--- src/rtl/drive_input_pkg.sv ---
// Constants, types and behaviour list for the drive terminal input decoder.
// Behaviour
// - Enable open disables control, motor coasts.
// - Two-wire: forward or reverse held runs; open decels.
// - Fifteen-speed code n selects preset n+1.
// - All four selects closed: fault reset, no preset.
// - Group-select closed picks ramp group 2.
// - Enabled trip setting: open trip input trips.
// - Fan/pump: forward and reverse together reset fault.
// - Run-source input picks terminals or keypad control.
// - Source transfer keeps speed and direction.
// - Open fire override selects preset 1 first.
// - Closed fire, open freeze selects preset 2.
// - Overrides closed, speed source open: keypad speed.
// - Two-wire fan/pump: analog 1 or configured source.
// - Three-wire: momentary start closure latches run.
// - Three-wire: momentary stop opening ends run.
// - Two-wire modes: both directions asserted gives no motion.
// - Programmed operating mode selects decoding behaviour.
`default_nettype none

package drive_input_pkg;

    localparam int unsigned NUM_TERMINALS = 9;
    localparam int unsigned SYNC_STAGES   = 2;

    localparam int unsigned IN_ENABLE     = 0;
    localparam int unsigned IN_FORWARD    = 1;
    localparam int unsigned IN_REVERSE    = 2;
    localparam int unsigned IN_ANA_STOP   = 3;
    localparam int unsigned IN_RUN_SRC    = 4;
    localparam int unsigned IN_SPEED_SRC  = 5;
    localparam int unsigned IN_FIRE       = 6;
    localparam int unsigned IN_FREEZE     = 7;
    localparam int unsigned IN_TRIP       = 8;

    localparam logic [3:0] FAULT_RESET_CODE = 4'hF;
    localparam logic [3:0] PRESET_FIRE      = 4'h1;
    localparam logic [3:0] PRESET_FREEZE    = 4'h2;
    localparam logic [3:0] PRESET_RESET     = 4'h1;
    localparam logic [3:0] PRESET_STEP      = 4'h1;

    typedef enum logic [1:0] {
        MODE_PRESET15    = 2'b00,
        MODE_FAN_PUMP_2W = 2'b01,
        MODE_FAN_PUMP_3W = 2'b10,
        MODE_UNSUPPORTED = 2'b11
    } mode_t;

    typedef enum logic [1:0] {
        RUN_IDLE = 2'b00,
        RUN_FWD  = 2'b01,
        RUN_REV  = 2'b10
    } run_state_t;

    typedef enum logic [1:0] {
        SRC_PRESET     = 2'b00,
        SRC_KEYPAD     = 2'b01,
        SRC_ANALOG1    = 2'b10,
        SRC_CMD_SOURCE = 2'b11
    } speed_src_t;

    localparam mode_t      MODE_RESET      = MODE_PRESET15;
    localparam speed_src_t SPEED_SRC_RESET = SRC_PRESET;

endpackage : drive_input_pkg

`default_nettype wire

--- src/rtl/terminal_sync.sv ---
// Two-stage synchroniser for the terminal input pins.
`default_nettype none

module terminal_sync #(
    parameter int unsigned WIDTH = 9
) (
    input  wire logic             ref_clk_i,
    input  wire logic             reset_n_i,
    input  wire logic [WIDTH-1:0] async_i,
    output logic      [WIDTH-1:0] sync_o
);

    logic [WIDTH-1:0] stage1_reg;
    logic [WIDTH-1:0] stage2_reg;

    always_ff @(posedge ref_clk_i) begin
        if (!reset_n_i) begin
            stage1_reg <= '0;
            stage2_reg <= '0;
        end else begin
            stage1_reg <= async_i;
            stage2_reg <= stage1_reg;
        end
    end

    assign sync_o = stage2_reg;

endmodule // terminal_sync

`default_nettype wire

--- src/rtl/drive_terminal_input_decoder.sv ---
// Terminal input decoder for the fifteen-speed and fan/pump operating modes.
`default_nettype none

module drive_terminal_input_decoder (
    input  wire logic                   ref_clk_i,
    input  wire logic                   reset_n_i,
    input  wire logic                   drive_enable_in_i,
    input  wire logic                   forward_run_in_i,
    input  wire logic                   reverse_run_in_i,
    input  wire logic                   analog_select_or_stop_in_i,
    input  wire logic                   run_cmd_source_in_i,
    input  wire logic                   speed_cmd_source_in_i,
    input  wire logic                   fire_override_in_i,
    input  wire logic                   freeze_override_in_i,
    input  wire logic                   ext_trip_in_i,
    input  wire drive_input_pkg::mode_t operating_mode_i,
    input  wire logic                   ext_trip_enable_i,
    input  wire logic                   keypad_start_fwd_i,
    input  wire logic                   keypad_start_rev_i,
    input  wire logic                   keypad_stop_i,
    input  wire logic                   keypad_fault_reset_i,
    output logic                        control_enable_o,
    output logic                        run_o,
    output logic                        reverse_o,
    output logic                        start_o,
    output logic                        fault_reset_o,
    output logic                        ext_trip_o,
    output logic                        ramp_group_select_o,
    output drive_input_pkg::speed_src_t speed_src_o,
    output logic [3:0]                  preset_index_o,
    output logic                        keypad_control_o,
    output logic                        source_transfer_o,
    output drive_input_pkg::mode_t      active_mode_o
);

    logic [drive_input_pkg::NUM_TERMINALS-1:0] term_raw;
    logic [drive_input_pkg::NUM_TERMINALS-1:0] term_sync;

    logic en_c;
    logic fwd_c;
    logic rev_c;
    logic ana_stop_c;
    logic run_src_c;
    logic speed_src_c;
    logic fire_c;
    logic freeze_c;
    logic trip_in_c;
    logic [3:0] code_c;

    drive_input_pkg::mode_t      mode_reg;
    drive_input_pkg::mode_t      mode_next;
    drive_input_pkg::run_state_t run_state_reg;
    drive_input_pkg::run_state_t run_state_next;
    drive_input_pkg::speed_src_t speed_src_reg;
    drive_input_pkg::speed_src_t speed_src_next;

    logic       fwd_prev_reg;
    logic       rev_prev_reg;
    logic       reset_cond_prev_reg;
    logic       run_src_prev_reg;
    logic       speed_src_prev_reg;
    logic       enable_reg;
    logic       enable_next;
    logic       run_reg;
    logic       run_next;
    logic       reverse_reg;
    logic       reverse_next;
    logic       start_reg;
    logic       start_next;
    logic       fault_reset_reg;
    logic       fault_reset_next;
    logic       trip_reg;
    logic       trip_next;
    logic       ramp_group_reg;
    logic       ramp_group_next;
    logic [3:0] preset_index_reg;
    logic [3:0] preset_index_next;
    logic       keypad_ctrl_reg;
    logic       keypad_ctrl_next;
    logic       transfer_reg;
    logic       transfer_next;

    logic reset_cond;
    logic fan_pump;
    logic terminal_ctrl;

    // Level-driven run decision shared by the two-wire modes.
    function automatic drive_input_pkg::run_state_t two_wire_state(
        input logic fwd,
        input logic rev
    );
        drive_input_pkg::run_state_t st;
        st = drive_input_pkg::RUN_IDLE;
        if (fwd && !rev) begin
            st = drive_input_pkg::RUN_FWD;
        end else if (rev && !fwd) begin
            st = drive_input_pkg::RUN_REV;
        end
        return st;
    endfunction

    assign term_raw[drive_input_pkg::IN_ENABLE]    = drive_enable_in_i;
    assign term_raw[drive_input_pkg::IN_FORWARD]   = forward_run_in_i;
    assign term_raw[drive_input_pkg::IN_REVERSE]   = reverse_run_in_i;
    assign term_raw[drive_input_pkg::IN_ANA_STOP]  = analog_select_or_stop_in_i;
    assign term_raw[drive_input_pkg::IN_RUN_SRC]   = run_cmd_source_in_i;
    assign term_raw[drive_input_pkg::IN_SPEED_SRC] = speed_cmd_source_in_i;
    assign term_raw[drive_input_pkg::IN_FIRE]      = fire_override_in_i;
    assign term_raw[drive_input_pkg::IN_FREEZE]    = freeze_override_in_i;
    assign term_raw[drive_input_pkg::IN_TRIP]      = ext_trip_in_i;

    terminal_sync #(
        .WIDTH (drive_input_pkg::NUM_TERMINALS)
    ) u_terminal_sync (
        .ref_clk_i (ref_clk_i),
        .reset_n_i (reset_n_i),
        .async_i   (term_raw),
        .sync_o    (term_sync)
    );

    assign en_c        = term_sync[drive_input_pkg::IN_ENABLE];
    assign fwd_c       = term_sync[drive_input_pkg::IN_FORWARD];
    assign rev_c       = term_sync[drive_input_pkg::IN_REVERSE];
    assign ana_stop_c  = term_sync[drive_input_pkg::IN_ANA_STOP];
    assign run_src_c   = term_sync[drive_input_pkg::IN_RUN_SRC];
    assign speed_src_c = term_sync[drive_input_pkg::IN_SPEED_SRC];
    assign fire_c      = term_sync[drive_input_pkg::IN_FIRE];
    assign freeze_c    = term_sync[drive_input_pkg::IN_FREEZE];
    assign trip_in_c   = term_sync[drive_input_pkg::IN_TRIP];

    // first select input is the LSB
    assign code_c = {fire_c, speed_src_c, run_src_c, ana_stop_c};

    assign fan_pump = (mode_reg == drive_input_pkg::MODE_FAN_PUMP_2W) ||
                      (mode_reg == drive_input_pkg::MODE_FAN_PUMP_3W);

    assign terminal_ctrl = (mode_reg == drive_input_pkg::MODE_PRESET15) ||
                           (fan_pump && run_src_c);

    assign reset_cond = (mode_reg == drive_input_pkg::MODE_PRESET15) ?
                        (code_c == drive_input_pkg::FAULT_RESET_CODE) :
                        (fan_pump && fwd_c && rev_c);

    always_comb begin
        mode_next = (run_state_reg == drive_input_pkg::RUN_IDLE) ? operating_mode_i : mode_reg;

        trip_next = ext_trip_enable_i && !trip_in_c;

        enable_next = en_c;

        run_state_next = run_state_reg;
        if (!en_c || trip_next) begin
            run_state_next = drive_input_pkg::RUN_IDLE;
        end else begin
            case (mode_reg)
                drive_input_pkg::MODE_PRESET15: begin
                    run_state_next = two_wire_state(fwd_c, rev_c);
                end
                drive_input_pkg::MODE_FAN_PUMP_2W,
                drive_input_pkg::MODE_FAN_PUMP_3W: begin
                    if (!terminal_ctrl) begin
                        if (keypad_stop_i) begin
                            run_state_next = drive_input_pkg::RUN_IDLE;
                        end else if (keypad_start_fwd_i && !keypad_start_rev_i) begin
                            run_state_next = drive_input_pkg::RUN_FWD;
                        end else if (keypad_start_rev_i && !keypad_start_fwd_i) begin
                            run_state_next = drive_input_pkg::RUN_REV;
                        end
                    end else if (mode_reg == drive_input_pkg::MODE_FAN_PUMP_2W) begin
                        run_state_next = two_wire_state(fwd_c, rev_c);
                    end else begin
                        if (!ana_stop_c) begin
                            run_state_next = drive_input_pkg::RUN_IDLE;
                        end else if (fwd_c && !fwd_prev_reg && !rev_c) begin
                            run_state_next = drive_input_pkg::RUN_FWD;
                        end else if (rev_c && !rev_prev_reg && !fwd_c) begin
                            run_state_next = drive_input_pkg::RUN_REV;
                        end
                    end
                end
                default: begin
                    run_state_next = drive_input_pkg::RUN_IDLE;
                end
            endcase
        end

        run_next     = (run_state_next != drive_input_pkg::RUN_IDLE);
        reverse_next = (run_state_next == drive_input_pkg::RUN_REV);

        start_next = run_next && (run_state_next != run_state_reg);

        if (terminal_ctrl) begin
            fault_reset_next = reset_cond && !reset_cond_prev_reg;
        end else begin
            fault_reset_next = fan_pump && keypad_fault_reset_i;
        end

        speed_src_next    = speed_src_reg;
        preset_index_next = preset_index_reg;
        ramp_group_next   = 1'b0;
        case (mode_reg)
            drive_input_pkg::MODE_PRESET15: begin
                ramp_group_next = freeze_c;
                if (code_c != drive_input_pkg::FAULT_RESET_CODE) begin
                    speed_src_next    = drive_input_pkg::SRC_PRESET;
                    preset_index_next = code_c + drive_input_pkg::PRESET_STEP;
                end
            end
            drive_input_pkg::MODE_FAN_PUMP_2W,
            drive_input_pkg::MODE_FAN_PUMP_3W: begin
                if (!fire_c) begin
                    speed_src_next    = drive_input_pkg::SRC_PRESET;
                    preset_index_next = drive_input_pkg::PRESET_FIRE;
                end else if (!freeze_c) begin
                    speed_src_next    = drive_input_pkg::SRC_PRESET;
                    preset_index_next = drive_input_pkg::PRESET_FREEZE;
                end else if (!speed_src_c) begin
                    speed_src_next = drive_input_pkg::SRC_KEYPAD;
                end else if ((mode_reg == drive_input_pkg::MODE_FAN_PUMP_2W) && ana_stop_c) begin
                    speed_src_next = drive_input_pkg::SRC_ANALOG1;
                end else begin
                    speed_src_next = drive_input_pkg::SRC_CMD_SOURCE;
                end
            end
            default: begin
                speed_src_next = speed_src_reg;
            end
        endcase

        keypad_ctrl_next = fan_pump && !terminal_ctrl;

        transfer_next = fan_pump &&
                        ((run_src_c != run_src_prev_reg) || (speed_src_c != speed_src_prev_reg));
    end

    always_ff @(posedge ref_clk_i) begin
        if (!reset_n_i) begin
            mode_reg            <= drive_input_pkg::MODE_RESET;
            run_state_reg       <= drive_input_pkg::RUN_IDLE;
            speed_src_reg       <= drive_input_pkg::SPEED_SRC_RESET;
            preset_index_reg    <= drive_input_pkg::PRESET_RESET;
            fwd_prev_reg        <= 1'b0;
            rev_prev_reg        <= 1'b0;
            reset_cond_prev_reg <= 1'b0;
            run_src_prev_reg    <= 1'b0;
            speed_src_prev_reg  <= 1'b0;
            enable_reg          <= 1'b0;
            run_reg             <= 1'b0;
            reverse_reg         <= 1'b0;
            start_reg           <= 1'b0;
            fault_reset_reg     <= 1'b0;
            trip_reg            <= 1'b0;
            ramp_group_reg      <= 1'b0;
            keypad_ctrl_reg     <= 1'b0;
            transfer_reg        <= 1'b0;
        end else begin
            mode_reg            <= mode_next;
            run_state_reg       <= run_state_next;
            speed_src_reg       <= speed_src_next;
            preset_index_reg    <= preset_index_next;
            fwd_prev_reg        <= fwd_c;
            rev_prev_reg        <= rev_c;
            reset_cond_prev_reg <= reset_cond;
            run_src_prev_reg    <= run_src_c;
            speed_src_prev_reg  <= speed_src_c;
            enable_reg          <= enable_next;
            run_reg             <= run_next;
            reverse_reg         <= reverse_next;
            start_reg           <= start_next;
            fault_reset_reg     <= fault_reset_next;
            trip_reg            <= trip_next;
            ramp_group_reg      <= ramp_group_next;
            keypad_ctrl_reg     <= keypad_ctrl_next;
            transfer_reg        <= transfer_next;
        end
    end

    assign control_enable_o    = enable_reg;
    assign run_o               = run_reg;
    assign reverse_o           = reverse_reg;
    assign start_o             = start_reg;
    assign fault_reset_o       = fault_reset_reg;
    assign ext_trip_o          = trip_reg;
    assign ramp_group_select_o = ramp_group_reg;
    assign speed_src_o         = speed_src_reg;
    assign preset_index_o      = preset_index_reg;
    assign keypad_control_o    = keypad_ctrl_reg;
    assign source_transfer_o   = transfer_reg;
    assign active_mode_o       = mode_reg;

endmodule // drive_terminal_input_decoder

`default_nettype wire

--- config.mk ---
export PLATFORM = sky130hd
export DESIGN_NAME = drive_terminal_input_decoder
export DESIGN_NICKNAME = d
export VERILOG_FILES = /design/src/rtl/drive_input_pkg.sv /design/src/rtl/terminal_sync.sv /design/src/rtl/drive_terminal_input_decoder.sv
export SDC_FILE = /design/constraint.sdc
export NUM_CORES = 1
export LEC_CHECK = 0
export ABC_CLOCK_PERIOD_IN_PS = 4600
export BUFFER_PORTS_ARGS = -buffer_cell sky130_fd_sc_hd__buf_4
export CORE_AREA = 2 2 57 59
export CTS_CLUSTER_SIZE = 25
export DETAILED_ROUTE_END_ITERATION = 10
export DIE_AREA = 0 0 59 61
export PLACE_DENSITY = 0.89
export SYNTH_ARGS = -nofsm -noshare
export SYNTH_HDL_FRONTEND = slang
export SYNTH_SLANG_ARGS = --single-unit
--- constraint.sdc ---
create_clock -name ref_clk_i -period 4.6 [get_ports ref_clk_i]
set_input_delay 0.46 -clock ref_clk_i [delete_from_list [all_inputs] [get_ports ref_clk_i]]
set_output_delay 0.46 -clock ref_clk_i [all_outputs]
set_load 0.02 [all_outputs]
==> impl_metrics.py <==
metrics = {
    "global_routing": {
        "grt_max_degree": 39,
        "grt_pass1_wl_mm": 5.06,
        "gr-total-overflow": 0,
        "grt_pass1_vias": 1216,
        "antenna_found_initial": 0,
        "gr-usage-all-layers_pct": 19.1,
    },
    "yosys": {
        "synth_area_leaders": "dfxtp_1 (51%), and2_1 (8.7%), ha_1 (3.0%)",
        "synthArstFlopShare_pct": 0,
        "syn-num-nets": 190,
        "yosys_warnings": 0,
        "synth-main-ff-cell": "dfxtp_1",
        "netlist_instances": 168,
        "ys_seq_area_share_pct": 50.8,
        "synth_cell_types": 44,
        "avgSynthCellArea_um2": 9.85,
        "synth_top_cell_by_area": "dfxtp_1",
        "yosysTopAreaCellShare_pct": 50.8,
        "synth-seq-cells": 42,
        "synth-edff-count": 0,
        "synth_area_um2": 1660,
    },
    "layout": {
        "fin_area_um2": 2010,
        "area_growth_pct": 21.6,
        "nets": 222,
        "final_common_cell": "dfxtp_1",
        "final_core_util_pct": 68.2,
        "drive_above_1_share_pct": 26.4,
        "fillers": 239,
        "final_cell_mix": "dfxtp_1 (42), buf_4 (34), and2_1 (23)",
        "num_antenna_cells": 0,
        "stdcell_count": 234,
    },
    "placed_design": {
        "hpwl_mm": 2.04,
        "numPortBuffers": 34,
        "post_dp_cell_area_um2": 1900,
        "dp_worst_setup_slack_ns": 2.58,
        "gp_congestion": 0.943,
        "dp.cells": 226,
    },
    "clock_tree": {
        "clock_sinks": 42,
        "insertion_delay_ns": 0.34,
        "cts.hold.buffers_added": 0,
        "cts-root-buf": "clkbuf_4",
        "h-tree-depth": 2,
        "clockBufferDepth": 2,
        "cts_tree": "built",
        "clk_pin_slew_ns": 0.12,
        "post-cts-setup-buffers": 0,
        "cts-buffers-inserted": 5,
        "cts_resized": 0,
    },
    "timing": {
        "finalMaxSlewViolations": 0,
        "fin_ws_ns": 2.45,
        "slew_headroom_pct": 71.7,
        "hold_violations": 0,
        "rsz0062_at_grt": "false",
        "fin_skew_ns": 0.00432,
        "timing.setup.tns_ns": 0,
        "finalSetupViolations": 0,
        "finalCritPeriodShare_pct": 46.7,
        "worst_slew_pin_slew_ns": 0.421,
        "fmax_mhz": 466,
        "final.min_clock_period_ns": 2.15,
    },
    "routing": {
        "drc": 0,
        "firstDrtPassIters": 4,
        "avgRoutedWirePerCell_um": 12.4,
        "vias": 1267,
        "dr.first_iter.drc_count": 42,
        "drt-total-wl_mm": 2.90,
        "drt.antenna.violating_nets": 0,
        "avgViaCountPerCell": 5.41,
    },
    "setup_path": {
        "cp_cell_sequence": "inv_1 > ha_1 > a21oi_4 > and3b_1 > o31ai_2 > and3_4 > o2bb2ai_1",
        "crit_required_ns": 4.88,
        "max_stage_delay_ns": 0.45,
        "start_kind": "flop",
        "critical_path.endpoint_type": "flop",
        "cp_slowest_cell": "ha_1",
        "critPathMaxFanout": 12,
        "cp.arrival_ns": 2.43,
        "critPathKind": "flop to flop",
    },
    "outcome": {
        "status": "finished clean",
    },
    "job": {
        "drv_cap": 0,
    },
    "pwr": {
        "leakagePower_nw": 0.871,
        "vdd_ir_drop_max_mv": 0.220,
        "power_density_nw_per_um2": 372,
    },
    "die": {
        "core_region_area_um2": 2950,
        "die_w_um": 59,
        "io_pins": 35,
        "start_util_pct": 56.1,
        "die_h_um": 61,
        "die-area_um2": 3600,
        "num_rows": 20,
    },
    "worst_hold_path": {
        "min_path_type": "input port to flop",
    },
}
-- critical path, delay by kind of cell, from the launching register on --
kind | cells | cell delay, ns
AOI/OAI and AO/OA | 3 | 0.69
adders and majority gates | 1 | 0.45
buffers and inverters | 1 | 0.06
DFF | 1 | 0.42
and+or+nand+nor | 2 | 0.47
-- per-layer routing --
metal  global-route usage, %  part of all wire [%]
met5                       0                     0
met4                    10.4                   2.8
met3                    7.46                   6.5
met2                    31.9                    49
met1                    21.1                    42
-- final timing paths --
check / from / to / slack [ns] / cells after the start
min reg2reg: u_terminal_sync.stage1_reg[5] / u_terminal_sync.sync_o[5] / 0.44 / 1
max reg2reg: active_mode_o[0] / start_o / 2.45 / 7
max: active_mode_o[0] / start_o / 2.45 / 7
min: ext_trip_in_i / u_terminal_sync.stage1_reg[8] / 0.31 / 2
-- metrics by stage --
stage          hold WS (ns)  total power [W]
4_1_cts               0.299         0.000757
2_1_floorplan         0.412         0.000437
3_5_place_dp          0.419         0.000460
5_1_grt               0.282         0.000783
3_3_place_gp          0.414         0.000457
6_report              0.313         0.000748
-- logic make-up after synthesis --
family                   after synthesis  share of synthesized area [%]
buffers and inverters                 18                           5.06
AND/OR/NAND/NOR                       67                           24.0
XOR/XNOR                               4                           2.12
AO/OA/AOI/OAI                         32                           14.4
flip-flops                            42                           50.8
adder cells (fa/ha/maj)                5                           3.70
-- cell usage after synthesis (2+ instances only) --
cell	count
and2_1	23
ha_1	4
a21boi_0	4
nand2b_1	6
a21oi_1	9
nor3_1	3
xnor2_1	3
o41ai_1	2
clkbuf_1	5
nor2b_1	5
nand3_1	3
nor2_1	4
buf_2	2
o21ai_0	4
and3_1	2
nand2_1	10
dfxtp_1	42
inv_1	9
and3_2	2
nor2b_2	2
-- where the power goes --
| part | switching, W | internal (W) | total [W] |
|---|---|---|---|
| clock network | 0.000112 | 0.000184 | 0.000296 |
| registers | 0.00000817 | 0.000377 | 0.000385 |
| logic | 0.0000335 | 0.0000336 | 0.0000671 |
-- layout make-up --
class	count	area (um2)	share of cell area (%)
Clock buffer	6	51.3	2.55
Clock inverter	2	60.1	2.98
Inverter	9	33.8	1.68
Multi-Input combinational cell	108	731	36.3
Sequential cell	42	841	41.8
Tap cell	33	41.3	2.05
Timing Repair Buffer	34	255	12.7
Power figures use the tool's default switching activity.
